--- config.mk ---
export PLATFORM = sky130hd
export DESIGN_NAME = ubs_status_two
export DESIGN_NICKNAME = d
export VERILOG_FILES = /design/src/ubs_pkg.sv /design/src/ubs_status_two.sv
export SDC_FILE = /design/constraint.sdc
export NUM_CORES = 1
export LEC_CHECK = 0
export BUFFER_PORTS_ARGS = -buffer_cell sky130_fd_sc_hd__buf_2
export CAP_MARGIN = 20
export CORE_UTILIZATION = 40
export DETAILED_ROUTE_END_ITERATION = 8
export PLACE_DENSITY = 0.66
export SYNTH_ARGS = -nofsm -noshare
export SYNTH_HDL_FRONTEND = slang
export SYNTH_SLANG_ARGS = --single-unit
--- constraint.sdc ---
create_clock -name clk_i -period 2.53 [get_ports clk_i]
set_input_delay 0.3795 -clock clk_i [delete_from_list [all_inputs] [get_ports clk_i]]
set_output_delay 0.3795 -clock clk_i [all_outputs]
set_load 0.1 [all_outputs]
--- src/ubs_pkg.sv ---
// Constants, register map and state encodings for the serial status-two block.
// Assumes a 32-bit classic Wishbone bus with word addressing.
package ubs_pkg;

    // Register word indices; byte address is four times the index.
    localparam logic [5:0] IDX_S2 = 6'h05;
    localparam logic [5:0] IDX_CTRL = 6'h08;
    localparam logic [5:0] IDX_STAT = 6'h09;
    localparam logic [5:0] IDX_DATA = 6'h0A;
    localparam logic [5:0] IDX_IST = 6'h0B;
    localparam logic [5:0] IDX_IMSK = 6'h0C;

    // Fields of serial_status_two.
    localparam int S2_BRK = 7;
    localparam int S2_EDGE = 6;
    localparam int S2_RSVD = 5;
    localparam int S2_INV = 4;
    localparam int S2_IDLERPT = 3;
    localparam int S2_LONGSEND = 2;
    localparam int S2_LONGDET = 1;
    localparam int S2_RAF = 0;

    // Fields of the control, status and interrupt registers.
    localparam int CTRL_DATA9 = 0;
    localparam int CTRL_STOP2 = 1;
    localparam int CTRL_STANDBY = 2;
    localparam int CTRL_SENDBRK = 3;
    localparam int STAT_FULL = 0;
    localparam int STAT_FE = 1;
    localparam int STAT_IDLE = 2;
    localparam int IRQ_BRK = 0;
    localparam int IRQ_EDGE = 1;
    localparam int IRQ_IDLE = 2;
    localparam int IRQ_FULL = 3;

    // Reset values.
    localparam logic [7:0] RST_S2 = 8'h00;
    localparam logic [2:0] RST_CTRL = 3'h0;
    localparam logic [3:0] RST_IMSK = 4'h0;

    // Bit-time counts.
    localparam logic [3:0] BASE_FRAME_BITS = 4'hA;
    localparam logic [3:0] LONG_SEND_EXTRA = 4'h3;
    localparam logic [3:0] DATA8_BITS = 4'h8;

    typedef enum logic [1:0] {
        RX_IDLE,
        RX_START,
        RX_FRAME,
        RX_HOLD
    } ubs_rx_state_t;

    // Character length in bit times: start, data and stop bits.
    function automatic logic [3:0] frame_bits(input logic data9,
                                              input logic stop2);
        return BASE_FRAME_BITS + {3'h0, data9} + {3'h0, stop2};
    endfunction : frame_bits

endpackage : ubs_pkg

--- src/ubs_status_two.sv ---
// Serial port status-two register with break, edge, idle and receiver logic.
// Assumes a classic Wishbone master and a receive pin synchronous to clk_i.
//
// The Wishbone interface to the registers is this design's own decision.
`timescale 1ns/1ns
`default_nettype none

module ubs_status_two #(
    parameter int BIT_CLKS = 87
) (
    // Clock, reset and freeze.
    input wire logic clk_i,
    input wire logic rst_i,
    input wire logic ce_i,
    // Wishbone slave.
    input wire logic cyc_i,
    input wire logic stb_i,
    input wire logic we_i,
    input wire logic [7:2] adr_i,
    input wire logic [3:0] sel_i,
    input wire logic [31:0] dat_i,
    output logic [31:0] dat_o,
    output logic ack_o,
    // Serial line and interrupt.
    input wire logic rx_i,
    output logic tx_o,
    output logic irq_o
);

    localparam logic [15:0] BIT_M1 = 16'(BIT_CLKS - 1);
    localparam logic [15:0] HALF_M1 = 16'(BIT_CLKS / 2 - 1);

    typedef struct packed {
        logic [7:0] s2;
        logic [2:0] ctrl;
        logic full;
        logic fe;
        logic idle;
        logic fe_pend;
        logic [8:0] rx_data;
        logic [8:0] rx_shift;
        logic [3:0] ist;
        logic [3:0] imsk;
        ubs_pkg::ubs_rx_state_t rx_st;
        logic rx_prev;
        logic [15:0] rx_baud;
        logic [3:0] rx_bitn;
        logic [3:0] lowrun;
        logic [3:0] idle_bits;
        logic idle_done;
        logic tx_line;
        logic [3:0] tx_bits;
        logic [15:0] tx_baud;
        logic ack;
        logic [31:0] dat;
    } ubs_state_t;

    ubs_state_t st_q;
    ubs_state_t st_d;

    logic req;
    logic acc;
    logic wr;
    logic rd;
    logic wr_s2;
    logic rx_int;
    logic fall;
    logic data9;
    logic stop2;
    logic long_det;
    logic [3:0] fbits;
    logic [3:0] thr;
    logic [3:0] dlen;
    logic [3:0] lastbit;
    logic [3:0] low_new;
    logic bit_v;
    logic brk_hit;
    logic [31:0] rdata;

    assign req = cyc_i & stb_i;
    // Effects happen on the edge where the master samples ack high.
    assign acc = req & st_q.ack;
    assign wr = acc & we_i & sel_i[0];
    assign rd = acc & ~we_i;
    assign wr_s2 = wr && (adr_i == ubs_pkg::IDX_S2);
    assign rx_int = rx_i ^ st_q.s2[ubs_pkg::S2_INV];
    // Falling edge of the corrected line is the active edge.
    assign fall = st_q.rx_prev & ~rx_int;
    assign data9 = st_q.ctrl[ubs_pkg::CTRL_DATA9];
    assign stop2 = st_q.ctrl[ubs_pkg::CTRL_STOP2];
    assign long_det = st_q.s2[ubs_pkg::S2_LONGDET];
    assign fbits = ubs_pkg::frame_bits(data9, stop2);
    assign thr = fbits + {3'h0, long_det};
    assign dlen = ubs_pkg::DATA8_BITS + {3'h0, data9};
    assign lastbit = fbits - 4'h2;
    assign bit_v = rx_int;
    assign low_new = bit_v ? 4'h0 : st_q.lowrun + {3'h0, st_q.lowrun != 4'hF};
    assign brk_hit = ~bit_v && (low_new == thr) && (st_q.lowrun != thr);

    always_comb begin
        rdata = 32'h0000_0000;
        case (adr_i)
            ubs_pkg::IDX_S2: rdata[7:0] = st_q.s2 & 8'hDF;
            ubs_pkg::IDX_CTRL: rdata[3:0] = {st_q.tx_bits != 4'h0, st_q.ctrl};
            ubs_pkg::IDX_STAT: rdata[2:0] = {st_q.idle, st_q.fe, st_q.full};
            ubs_pkg::IDX_DATA: rdata[8:0] = st_q.rx_data;
            ubs_pkg::IDX_IST: rdata[3:0] = st_q.ist;
            ubs_pkg::IDX_IMSK: rdata[3:0] = st_q.imsk;
            default: rdata = 32'h0000_0000;
        endcase
    end

    always_comb begin
        st_d = st_q;
        // Bus handshake: ack one cycle after the request, then drop.
        st_d.ack = req & ~st_q.ack;
        if (req && !st_q.ack) begin
            st_d.dat = rdata;
        end

        // Software writes and clears first; hardware sets below win.
        if (wr_s2) begin
            if (dat_i[ubs_pkg::S2_BRK]) begin
                st_d.s2[ubs_pkg::S2_BRK] = 1'b0;
            end
            if (dat_i[ubs_pkg::S2_EDGE]) begin
                st_d.s2[ubs_pkg::S2_EDGE] = 1'b0;
            end
            st_d.s2[4:1] = dat_i[4:1];
        end
        if (wr && adr_i == ubs_pkg::IDX_CTRL) begin
            st_d.ctrl = dat_i[2:0];
        end
        if (wr && adr_i == ubs_pkg::IDX_IMSK) begin
            st_d.imsk = dat_i[3:0];
        end
        if (rd && adr_i == ubs_pkg::IDX_IST) begin
            st_d.ist = 4'h0;
        end
        if (rd && adr_i == ubs_pkg::IDX_DATA) begin
            st_d.full = 1'b0;
            st_d.fe = 1'b0;
            st_d.idle = 1'b0;
        end

        st_d.rx_prev = rx_int;
        if (fall) begin
            st_d.s2[ubs_pkg::S2_EDGE] = 1'b1;
            st_d.ist[ubs_pkg::IRQ_EDGE] = 1'b1;
        end

        case (st_q.rx_st)
            ubs_pkg::RX_IDLE: begin
                if (fall) begin
                    st_d.rx_st = ubs_pkg::RX_START;
                    st_d.rx_baud = HALF_M1;
                end else if (!rx_int) begin
                    st_d.rx_baud = BIT_M1;
                    st_d.idle_bits = 4'h0;
                    st_d.idle_done = 1'b0;
                end else if (st_q.rx_baud != 16'h0000) begin
                    st_d.rx_baud = st_q.rx_baud - 16'h0001;
                end else begin
                    st_d.rx_baud = BIT_M1;
                    if (!st_q.idle_done) begin
                        st_d.idle_bits = st_q.idle_bits + 4'h1;
                        if (st_q.idle_bits + 4'h1 == fbits) begin
                            st_d.idle_done = 1'b1;
                            if (st_q.s2[ubs_pkg::S2_RAF]) begin
                                st_d.s2[ubs_pkg::S2_RAF] = 1'b0;
                                if (!st_q.ctrl[ubs_pkg::CTRL_STANDBY] ||
                                    st_q.s2[ubs_pkg::S2_IDLERPT]) begin
                                    st_d.idle = 1'b1;
                                    st_d.ist[ubs_pkg::IRQ_IDLE] = 1'b1;
                                end
                                // The idle character wakes the receiver.
                                st_d.ctrl[ubs_pkg::CTRL_STANDBY] = 1'b0;
                            end
                        end
                    end
                end
            end
            ubs_pkg::RX_START: begin
                if (st_q.rx_baud != 16'h0000) begin
                    st_d.rx_baud = st_q.rx_baud - 16'h0001;
                end else if (!rx_int) begin
                    st_d.s2[ubs_pkg::S2_RAF] = 1'b1;
                    st_d.rx_st = ubs_pkg::RX_FRAME;
                    st_d.rx_baud = BIT_M1;
                    st_d.rx_bitn = 4'h0;
                    st_d.lowrun = 4'h1;
                    st_d.fe_pend = 1'b0;
                    st_d.rx_shift = 9'h000;
                end else begin
                    // A glitch shorter than half a bit is not a start.
                    st_d.rx_st = ubs_pkg::RX_IDLE;
                    st_d.rx_baud = BIT_M1;
                end
            end
            ubs_pkg::RX_FRAME: begin
                if (st_q.rx_baud != 16'h0000) begin
                    st_d.rx_baud = st_q.rx_baud - 16'h0001;
                end else begin
                    st_d.rx_baud = BIT_M1;
                    st_d.rx_bitn = st_q.rx_bitn + 4'h1;
                    st_d.lowrun = low_new;
                    if (st_q.rx_bitn < dlen) begin
                        st_d.rx_shift = {bit_v, st_q.rx_shift[8:1]};
                    end else if (!bit_v) begin
                        st_d.fe_pend = 1'b1;
                    end
                    if (st_q.rx_bitn == lastbit) begin
                        // The long send select plays no part here.
                        if (!long_det) begin
                            st_d.full = 1'b1;
                            st_d.fe = st_d.fe_pend | st_q.fe;
                            st_d.ist[ubs_pkg::IRQ_FULL] = 1'b1;
                            st_d.rx_data = data9 ? st_q.rx_shift :
                                {1'b0, st_q.rx_shift[8:1]};
                        end
                        st_d.idle_bits = 4'h0;
                        st_d.idle_done = 1'b0;
                        st_d.rx_st = (low_new == fbits) ?
                            ubs_pkg::RX_HOLD : ubs_pkg::RX_IDLE;
                    end
                end
            end
            ubs_pkg::RX_HOLD: begin
                if (rx_int) begin
                    st_d.rx_st = ubs_pkg::RX_IDLE;
                    st_d.rx_baud = BIT_M1;
                end else if (st_q.rx_baud != 16'h0000) begin
                    st_d.rx_baud = st_q.rx_baud - 16'h0001;
                end else begin
                    st_d.rx_baud = BIT_M1;
                    st_d.lowrun = low_new;
                end
            end
            default: begin
                st_d.rx_st = ubs_pkg::RX_IDLE;
            end
        endcase

        // Break is counted at bit centres in the frame and hold states.
        if ((st_q.rx_st == ubs_pkg::RX_FRAME ||
             st_q.rx_st == ubs_pkg::RX_HOLD) &&
            st_q.rx_baud == 16'h0000 && brk_hit) begin
            st_d.ist[ubs_pkg::IRQ_BRK] = 1'b1;
            if (long_det) begin
                st_d.s2[ubs_pkg::S2_BRK] = 1'b1;
            end
        end

        // Break transmitter; a request while busy is ignored.
        if (st_q.tx_bits == 4'h0) begin
            if (wr && adr_i == ubs_pkg::IDX_CTRL &&
                dat_i[ubs_pkg::CTRL_SENDBRK]) begin
                st_d.tx_bits = fbits +
                    (st_q.s2[ubs_pkg::S2_LONGSEND] ?
                     ubs_pkg::LONG_SEND_EXTRA : 4'h0);
                st_d.tx_baud = BIT_M1;
            end
        end else if (st_q.tx_baud != 16'h0000) begin
            st_d.tx_baud = st_q.tx_baud - 16'h0001;
        end else begin
            st_d.tx_baud = BIT_M1;
            st_d.tx_bits = st_q.tx_bits - 4'h1;
        end
        st_d.tx_line = (st_d.tx_bits == 4'h0);
    end

    always_ff @(posedge clk_i) begin
        if (rst_i) begin
            st_q <= '0;
            st_q.s2 <= ubs_pkg::RST_S2;
            st_q.ctrl <= ubs_pkg::RST_CTRL;
            st_q.imsk <= ubs_pkg::RST_IMSK;
            st_q.rx_prev <= 1'b1;
            st_q.tx_line <= 1'b1;
        end else if (ce_i) begin
            st_q <= st_d;
        end
    end

    assign dat_o = st_q.dat;
    assign ack_o = st_q.ack;
    assign tx_o = st_q.tx_line;
    assign irq_o = |(st_q.ist & st_q.imsk);
endmodule : ubs_status_two

`default_nettype wire

==> impl_metrics.env, run 1 <==
export IMPL_port_buffers=32
export IMPL_sequentialPowerShare=0.352
export IMPL_grt_pass1_wl_um=21900
export IMPL_cp_cell_sequence="or4_1, or2_4, o41ai_1, nand3_1, buf_4, mux2i_1, nor2_1"
export IMPL_period_share=0.948
export IMPL_hold_buffers=0
export IMPL_die_area_sq_mm=0.0152
export IMPL_startpoint="st_q[78]$_SDFFE_PP0P_"
export IMPL_wirelength_um=13400
export IMPL_grt_use_met1=0.249
export IMPL_setup_tns_ps=0
export IMPL_worstPathArrival_ps=2630
export IMPL_maxClockFrequency_mhz=417
export IMPL_vias_per_cell=5.36
export IMPL_synthMuxAreaShare=0.0486
export IMPL_cts_reportedPaths_clkPinSlew_ps=70
export IMPL_first_iter_violations=391
export IMPL_finalMaxSlewViolations=0
export IMPL_cts_buffers=9
export IMPL_cp_end_kind="flip-flop"
export IMPL_route_detailed_drc=0
export IMPL_synthSimpleGateAreaFrac=0.266
export IMPL_run_status="finished clean"
export IMPL_startpoint_type="flip-flop"
export IMPL_num_vias=5062
export IMPL_multiInputGateArea_sq_mm=0.00345
export IMPL_leakage_nw=2.51
export IMPL_yosysSeqAreaShare=0.351
export IMPL_htreeDepth=3
export IMPL_holdCritPathClass="primary input to flip-flop"
export IMPL_cpMaxStageDelayCell="or4_1"
export IMPL_min_period_ps=2400
export IMPL_rsz0062_at_grt="false"
export IMPL_finalSetupViolCount=0
export IMPL_register_area_sq_mm=0.00206
export IMPL_grt_pass1_vias=4511
export IMPL_synth_edff_count=0
export IMPL_hold_end="st_q[123]$_SDFFE_PP0P_"
export IMPL_slew_headroom=0.590
export IMPL_synth_compound_area_frac=0.163
export IMPL_die_h_um=123
export IMPL_final_core_util=0.468
export IMPL_clkSinkCount=103
export IMPL_rr_startpoint="st_q[78]$_SDFFE_PP0P_"
export IMPL_rr_worst_depth=7
export IMPL_placementRows=43
export IMPL_grt_start_max_net_pins=74
export IMPL_pwr_share_comb=0.372
export IMPL_total_power_mw=5.58
export IMPL_use_met3=0.0415
export IMPL_cp_required_ps=2760
export IMPL_p_per_area_mw_per_mm2=846
export IMPL_syn_inst=724
export IMPL_fillCellCount=1419
export IMPL_dr_pass1_iters=5
export IMPL_cts_root_buf="clkbuf_16"
export IMPL_tightest_slew_ps=613
export IMPL_synthXorXnorAreaFrac=0.0522
export IMPL_dp_final_hpwl_um=9600
export IMPL_wl_per_cell_um=14.2
export IMPL_antenna_found_initial=0
export IMPL_clk_insertion_delay_late_ps=350
export IMPL_critPathMaxStageDelay_ps=540
export IMPL_switching_share=0.364
export IMPL_min_from="dat_i[4]"
export IMPL_async_flop_share=0
export IMPL_clk_path_buf_depth=2
export IMPL_hold_viol=0
export IMPL_syn_area_sq_mm=0.00587
export IMPL_crit_path_max_fanout=9
export IMPL_top_usage_layer="met2"
export IMPL_globalplace_congestion=0.838
export IMPL_cap_violations=0
export IMPL_use_met2=0.292
export IMPL_core_area_sq_mm=0.0141
export IMPL_ir_drop_uv=559
export IMPL_area_growth_pct=12.5
export IMPL_io_pins=84
export IMPL_r2r_end="st_q[59]$_SDFFE_PP0P_"
export IMPL_ant_nets=0
export IMPL_ys_ff_latch=103
export IMPL_hold_depth=3
export IMPL_r2r_slack_ps=130
export IMPL_start_util=0.416
export IMPL_power_switching_mw=2.03
export IMPL_syn_area_per_cell_sq_um=8.11
export IMPL_drive_gt1_frac=0.153
export IMPL_antenna_cells=0
export IMPL_die_w_um=123
export IMPL_synth_top_family_by_area="simple AND/OR/NAND/NOR gates"
export IMPL_grt_usage=0.183
export IMPL_fin_nets=826
export IMPL_ys_flop_type="dfxtp_1"
export IMPL_path_class="flip-flop to flip-flop"
export IMPL_clock_skew_ps=9.03
export IMPL_cts_tree="yes"
export IMPL_grt_overflow=0
export IMPL_yosysWarnings=0
export IMPL_yosys_area_share_adder=0.0409
export IMPL_internal_power_mw=3.55
export IMPL_clkPwrFrac=0.276
export IMPL_synth_cell_types=71
==> kinds of logic after synthesis <==
family,count (synthesis)
and+or+nand+nor,309
AOI/OAI and AO/OA,144
DFF,103
buffers and inverters,87
xor gates and xnor gates,35
muxes,27
adders and majority gates,18
other,1
==> how the worst max path moves through the flow <==
stage | end | slack [ps] | depth (start not counted)
2_1_floorplan | st_q[58]$_SDFFE_PP0P_ | 190 | 8
3_3_place_gp | st_q[40]$_SDFFE_PP0P_ | 70 | 7
3_5_place_dp | st_q[126]$_SDFFE_PP0P_ | 100 | 7
4_1_cts | st_q[126]$_SDFFE_PP0P_ | 70 | 7
5_1_grt | st_q[58]$_SDFFE_PP0P_ | 6 | 9
6_report | st_q[59]$_SDFFE_PP0P_ | 130 | 7
==> registers in the layout, summed over array words and instances (netlist names) <==
register  flops
ack_o         1
dat_o         9
data9         1
long_det      1
st_q         90
tx_o          1
==> cell usage in the layout (no fill, tap or decap), types with 8 or more instances in the layout <==
cell type,netlist,layout
dfxtp_1,103,102
nand2_1,80,80
nor2_1,75,74
a21oi_1,53,53
nand3_1,38,38
buf_4,32,35
buf_2,2,32
conb_1,1,23
xnor2_1,22,22
nor3_1,22,22
inv_1,20,20
o21ai_0,18,18
ha_1,16,16
mux2i_1,15,15
xor2_1,13,13
mux2_2,12,12
o211ai_1,11,11
or3_1,10,10
or4_1,9,9
clkbuf_16,0,9
a221oi_1,8,8
nor2b_1,8,8
nand2b_1,8,8
==> worst max-delay path: cells and delay by family (launching register included) <==
| kind | cells | cell delay (ps) |
|---|---|---|
| compound gates | 1 | 390 |
| simple gates | 4 | 1190 |
| buf+inv | 1 | 220 |
| mux | 1 | 140 |
| flops | 1 | 340 |
==> power groups by stage <==
stage | sequential, mW | combinational [mW] | clock [mW]
after floorplan | 2.00 | 1.57 | 0
after global placement | 1.99 | 2.04 | 0
after detailed placement | 1.99 | 2.05 | 0
after CTS | 1.96 | 2.07 | 1.58
after global routing | 1.99 | 2.32 | 1.65
final | 1.96 | 2.08 | 1.54
==> final cells by class <==
class,instances,area share
inverter,20,0.0114
sequential,103,0.312
clock buffer,11,0.0368
timing repair buffer,69,0.0701
clock inverter,5,0.0133
multi-input combinational,556,0.522
tap,180,0.0341
==> routing by layer <==
metal  routed length, um  up-vias
li1                    -     2579
met1                6700     2348
met2                5910      126
met3                 694        9
met4                 138        0
met5                   0        -
==> per-stage QoR <==
stage	hold slack (ps)	setup WS [ps]	instances	area (sq um)
after global routing	262	5.92	944	6600
after CTS	259	71.3	942	6580
after global placement	439	67.6	926	6250
after floorplan	428	190	746	5950
after detailed placement	447	97.7	926	6250
final	269	131	944	6600
==> synthesized netlist by cell type, types with 5 or more instances <==
master	number	area [sq um]
a211oi_1	7	52.6
a21oi_1	53	265
a221oi_1	8	70.1
a31oi_1	5	31.3
and2_1	6	37.5
and3_1	6	37.5
buf_4	32	240
clkbuf_1	30	113
dfxtp_1	103	2060
ha_1	16	200
inv_1	20	75.1
mux2_2	12	135
mux2i_1	15	150
nand2_1	80	300
nand2b_1	8	50.1
nand3_1	38	190
nand3b_1	7	52.6
nand4_1	7	43.8
nor2_1	75	282
nor2b_1	8	50.1
nor3_1	22	110
nor4_1	6	37.5
o211ai_1	11	82.6
o21ai_0	18	90.1
or3_1	10	62.6
or4_1	9	67.6
xnor2_1	22	193
xor2_1	13	114
==> repair_timing <==
action | 4_1_cts | 5_1_grt
setup buffers | 0 | 2
endpoints found under the setup margin | 0 | 18
hold endpoints to repair | 0 | 0
gates resized for setup | 0 | 4
Note: power is estimated with default switching activity, not from simulation.
==> run 2: changes to the inputs <==
==> constraint.sdc (replaced) <==
create_clock -name clk_i -period 3 [get_ports clk_i]
set_input_delay 0.45 -clock clk_i [delete_from_list [all_inputs] [get_ports clk_i]]
set_output_delay 0.45 -clock clk_i [all_outputs]
set_load 0.1 [all_outputs]
==> impl_metrics.env, run 2 (same netlist as run 1, synthesis figures left out) <==
export IMPL_crit_path_max_fanout=10
export IMPL_grt_usage=0.178
export IMPL_clk_insertion_delay_late_ps=360
export IMPL_grt_start_max_net_pins=74
export IMPL_cts_reportedPaths_clkPinSlew_ps=80
export IMPL_grt_pass1_wl_um=21300
export IMPL_startpoint_type="flip-flop"
export IMPL_dr_pass1_iters=5
export IMPL_die_area_sq_mm=0.0152
export IMPL_final_cell_mix="dfxtp_1 (103), nand2_1 (80), nor2_1 (75)"
export IMPL_area_growth_pct=8.89
export IMPL_ant_nets=0
export IMPL_register_area_sq_mm=0.00206
export IMPL_finalMaxSlewViolations=0
export IMPL_slew_headroom=0.456
export IMPL_multiInputGateArea_sq_mm=0.00343
export IMPL_ir_drop_uv=376
export IMPL_hold_buffers=0
export IMPL_worstPathArrival_ps=2800
export IMPL_cap_violations=0
export IMPL_min_period_ps=2570
export IMPL_post_cts_resized=0
export IMPL_drive_gt1_frac=0.124
export IMPL_cts_root_buf="clkbuf_16"
export IMPL_wl_per_cell_um=14.2
export IMPL_vias_per_cell=5.35
export IMPL_fillCellCount=1400
export IMPL_num_vias=4942
export IMPL_route_detailed_drc=0
export IMPL_period_share=0.856
export IMPL_dp_final_hpwl_um=9190
export IMPL_antenna_cells=0
export IMPL_finalSetupViolCount=0
export IMPL_cp_required_ps=3230
export IMPL_maxClockFrequency_mhz=390
export IMPL_tightest_slew_ps=816
export IMPL_globalplace_congestion=0.834
export IMPL_holdCritPathClass="primary input to flip-flop"
export IMPL_first_iter_violations=385
export IMPL_path_class="flip-flop to flip-flop"
export IMPL_port_buffers=32
export IMPL_core_area_sq_mm=0.0141
export IMPL_run_status="finished clean"
export IMPL_grt_overflow=0
export IMPL_fin_ws_ps=433
export IMPL_final_common_cell="dfxtp_1"
export IMPL_htreeDepth=3
export IMPL_p_per_area_mw_per_mm2=714
export IMPL_antenna_found_initial=0
export IMPL_setup_tns_ps=0
export IMPL_clkSinkCount=103
export IMPL_largest_register="st_q"
export IMPL_die_w_um=123
export IMPL_dp_slack_ps=414
export IMPL_post_cts_buffers=0
export IMPL_hold_depth=3
export IMPL_start_util=0.416
export IMPL_cp_end_kind="flip-flop"
export IMPL_clk_path_buf_depth=2
export IMPL_cts_buffers=9
export IMPL_placementRows=43
export IMPL_grt_pass1_vias=4330
export IMPL_wirelength_um=13100
export IMPL_hold_viol=0
export IMPL_fin_nets=805
export IMPL_leakage_nw=2.39
export IMPL_cts_tree="yes"
export IMPL_clock_skew_ps=12.6
export IMPL_largest_reg_flops=90
export IMPL_die_h_um=123
export IMPL_total_power_mw=4.57
export IMPL_io_pins=84
export IMPL_rr_worst_depth=6
export IMPL_rsz0062_at_grt="false"
[run 2: area by class of cell]
class                      instances  area share
multi-input combinational        556       0.537
tap                              180      0.0352
sequential                       103       0.323
clock buffer                       9      0.0352
clock inverter                     7      0.0141
timing repair buffer              48      0.0438
inverter                          20      0.0117
[run 2: power by group]
part | switching [mW] | internal (mW)
clock network | 0.588 | 0.668
registers | 0.135 | 1.52
logic | 1.03 | 0.629
total | 1.75 | 2.81
[run 2: per-layer routing]
| layer | routed length (um) | part of all wire | global-route usage |
|---|---|---|---|
| met1 | 6660 | 0.51 | 0.248 |
| met2 | 5740 | 0.44 | 0.270 |
| met3 | 478 | 0.037 | 0.0443 |
| met4 | 185 | 0.014 | 0.0557 |
| met5 | 0 | 0 | 0 |
[run 2: metrics by stage]
step / instances / area [sq um] / utilization / hold WS [ps]
2_1_floorplan: 746 / 5950 / - / 428
3_3_place_gp: 907 / 6080 / 0.431 / 437
3_5_place_dp: 907 / 6080 / 0.431 / 446
4_1_cts: 923 / 6390 / 0.453 / 323
5_1_grt: 923 / 6390 / 0.453 / 330
6_report: 923 / 6390 / 0.453 / 333
[run 2: worst max-delay path: stages (launching register included)]
cell and delay (ps):
dfxtp_1 350, or4_1 540, or2_1 390, or3_1 530, o21a_1 160, o21ai_2 380
nor2_1 100
[run 2: worst paths after layout]
check | from | to | slack (ps)
max | st_q[77]$_SDFFE_PP0P_ | st_q[80]$_SDFFE_PP0P_ | 430
min | dat_i[4] | st_q[123]$_SDFFE_PP0P_ | 330
max reg2reg | st_q[77]$_SDFFE_PP0P_ | st_q[80]$_SDFFE_PP0P_ | 430
min reg2reg | dat_o[8]$_SDFFE_PP0P_ | dat_o[8]$_SDFFE_PP0P_ | 450
==> run 3: changes to the inputs <==
--- a/config.mk
+++ b/config.mk
@@ -7,9 +7,11 @@
 export LEC_CHECK = 0
 export BUFFER_PORTS_ARGS = -buffer_cell sky130_fd_sc_hd__buf_2
 export CAP_MARGIN = 20
-export CORE_UTILIZATION = 40
+export CELL_PAD_IN_SITES_DETAIL_PLACEMENT = 1
+export CELL_PAD_IN_SITES_GLOBAL_PLACEMENT = 2
+export CORE_UTILIZATION = 37
 export DETAILED_ROUTE_END_ITERATION = 8
-export PLACE_DENSITY = 0.66
+export PLACE_DENSITY = 0.95
 export SYNTH_ARGS = -nofsm -noshare
 export SYNTH_HDL_FRONTEND = slang
 export SYNTH_SLANG_ARGS = --single-unit
==> impl_metrics.env, run 3 (same netlist as run 1, synthesis figures left out) <==
export IMPL_stdcell_area_sq_mm=0.00643
export IMPL_startpoint_type="flip-flop"
export IMPL_worstPathArrival_ps=2820
export IMPL_placed_area_sq_mm=0.00611
export IMPL_clock_skew_ps=9.74
export IMPL_instances_no_fill=953
export IMPL_grt_use_met1=0.245
export IMPL_vias_per_cell=5.45
export IMPL_dp_final_hpwl_um=11500
export IMPL_startpoint="st_q[77]$_SDFFE_PP0P_"
export IMPL_leakage_nw=2.38
export IMPL_largest_reg_flops=90
export IMPL_port_buffers=32
export IMPL_wl_per_cell_um=16.4
export IMPL_multiInputGateArea_sq_mm=0.00343
export IMPL_slew_headroom=0.455
export IMPL_clkPwrFrac=0.270
export IMPL_register_area_sq_mm=0.00206
export IMPL_dp_cells=937
export IMPL_dr_pass1_iters=4
export IMPL_largest_register="st_q"
export IMPL_fillCellCount=1894
export IMPL_start_util=0.382
export IMPL_drive_gt1_frac=0.123
export IMPL_setup_tns_ps=0
export IMPL_ant_nets=0
export IMPL_maxClockFrequency_mhz=386
export IMPL_finalMaxSlewViolations=0
export IMPL_placementRows=45
export IMPL_hold_viol=0
export IMPL_antenna_found_initial=0
export IMPL_globalplace_congestion=0.859
export IMPL_use_met3=0.0447
export IMPL_htreeDepth=3
export IMPL_path_class="flip-flop to flip-flop"
export IMPL_wirelength_um=15700
export IMPL_period_share=0.862
export IMPL_cp_required_ps=3230
export IMPL_first_iter_violations=219
export IMPL_p_per_area_mw_per_mm2=720
export IMPL_tightest_slew_ps=817
export IMPL_die_w_um=128
export IMPL_route_detailed_drc=0
export IMPL_switching_share=0.393
export IMPL_grt_pass1_vias=5328
export IMPL_die_area_sq_mm=0.0164
export IMPL_total_power_mw=4.63
export IMPL_cts_buffers=9
export IMPL_rsz0062_at_grt="false"
export IMPL_crit_path_max_fanout=10
export IMPL_grt_start_max_net_pins=74
export IMPL_pwr_share_comb=0.370
export IMPL_clk_path_buf_depth=2
export IMPL_clkSinkCount=103
export IMPL_grt_overflow=0
export IMPL_area_growth_pct=9.46
export IMPL_ir_drop_uv=351
export IMPL_grt_usage=0.199
export IMPL_antenna_cells=0
export IMPL_internal_power_mw=2.81
export IMPL_final_common_cell="dfxtp_1"
export IMPL_cap_violations=0
export IMPL_cts_tree="yes"
export IMPL_io_pins=84
export IMPL_min_period_ps=2590
export IMPL_fin_nets=804
export IMPL_cts_reportedPaths_clkPinSlew_ps=80
export IMPL_cts_root_buf="clkbuf_16"
export IMPL_post_cts_buffers=0
export IMPL_hold_worst_slack_ps=334
export IMPL_die_h_um=128
export IMPL_final_cell_mix="dfxtp_1 (103), nand2_1 (80), nor2_1 (75)"
export IMPL_core_area_sq_mm=0.0154
export IMPL_finalSetupViolCount=0
export IMPL_hold_buffers=0
export IMPL_use_met2=0.341
export IMPL_sequentialPowerShare=0.360
export IMPL_post_cts_resized=0
export IMPL_holdCritPathClass="primary input to flip-flop"
export IMPL_power_switching_mw=1.82
export IMPL_clk_insertion_delay_late_ps=370
export IMPL_rr_startpoint="st_q[77]$_SDFFE_PP0P_"
export IMPL_min_from="dat_i[4]"
export IMPL_cp_end_kind="flip-flop"
export IMPL_grt_pass1_wl_um=26100
export IMPL_run_status="finished clean"
export IMPL_top_usage_layer="met2"
export IMPL_num_vias=5195
[run 3: cell types whose count changed in the layout (fill, tap and decap cells not counted), sizes merged]
cell	delta
inv	-1
clkinvlp	+1
buf	-1
[run 3: per-layer routing]
metal	routed length [um]	share of wire
met1	7200	0.46
met2	7560	0.48
met3	575	0.037
met4	330	0.021
met5	0	0
[run 3: final timing paths]
kind	end	slack, ps	cells past startpoint
worst max-delay path	st_q[78]$_SDFFE_PP0P_	410	6
worst min-delay path	st_q[123]$_SDFFE_PP0P_	330	3
worst max register to register	st_q[78]$_SDFFE_PP0P_	410	6
worst min register to register	dat_o[5]$_SDFFE_PP0P_	460	2
[run 3: power by group through the flow]
stage	Clock [mW]	Combinational, mW	Sequential, mW
2_1_floorplan	0	1.33	1.69
3_3_place_gp	0	1.61	1.67
3_5_place_dp	0	1.70	1.69
5_1_grt	1.35	1.89	1.69
4_1_cts	1.28	1.72	1.67
6_report	1.25	1.71	1.67
[run 3: stage by stage]
| stage | utilization | setup WS (ps) |
|---|---|---|
| 2_1_floorplan | - | 391 |
| 6_report | 0.418 | 413 |
| 5_1_grt | 0.418 | 221 |
| 4_1_cts | 0.418 | 418 |
| 3_5_place_dp | 0.397 | 427 |
| 3_3_place_gp | 0.397 | 513 |
[run 3: layout make-up]
| cell class | instances | share of cell area |
|---|---|---|
| multi-input combinational | 556 | 0.534 |
| sequential | 103 | 0.321 |
| timing repair buffer | 47 | 0.0424 |
| tap | 211 | 0.0411 |
| clock buffer | 9 | 0.0350 |
| clock inverter | 7 | 0.0144 |
| inverter | 20 | 0.0117 |
[run 3: critical path: stages, from the launching register on]
cell     delay (ps)
dfxtp_1         350
or4_1           550
or2_1           400
or3_1           520
o21a_1          160
o21ai_2         370
nor2_1          110
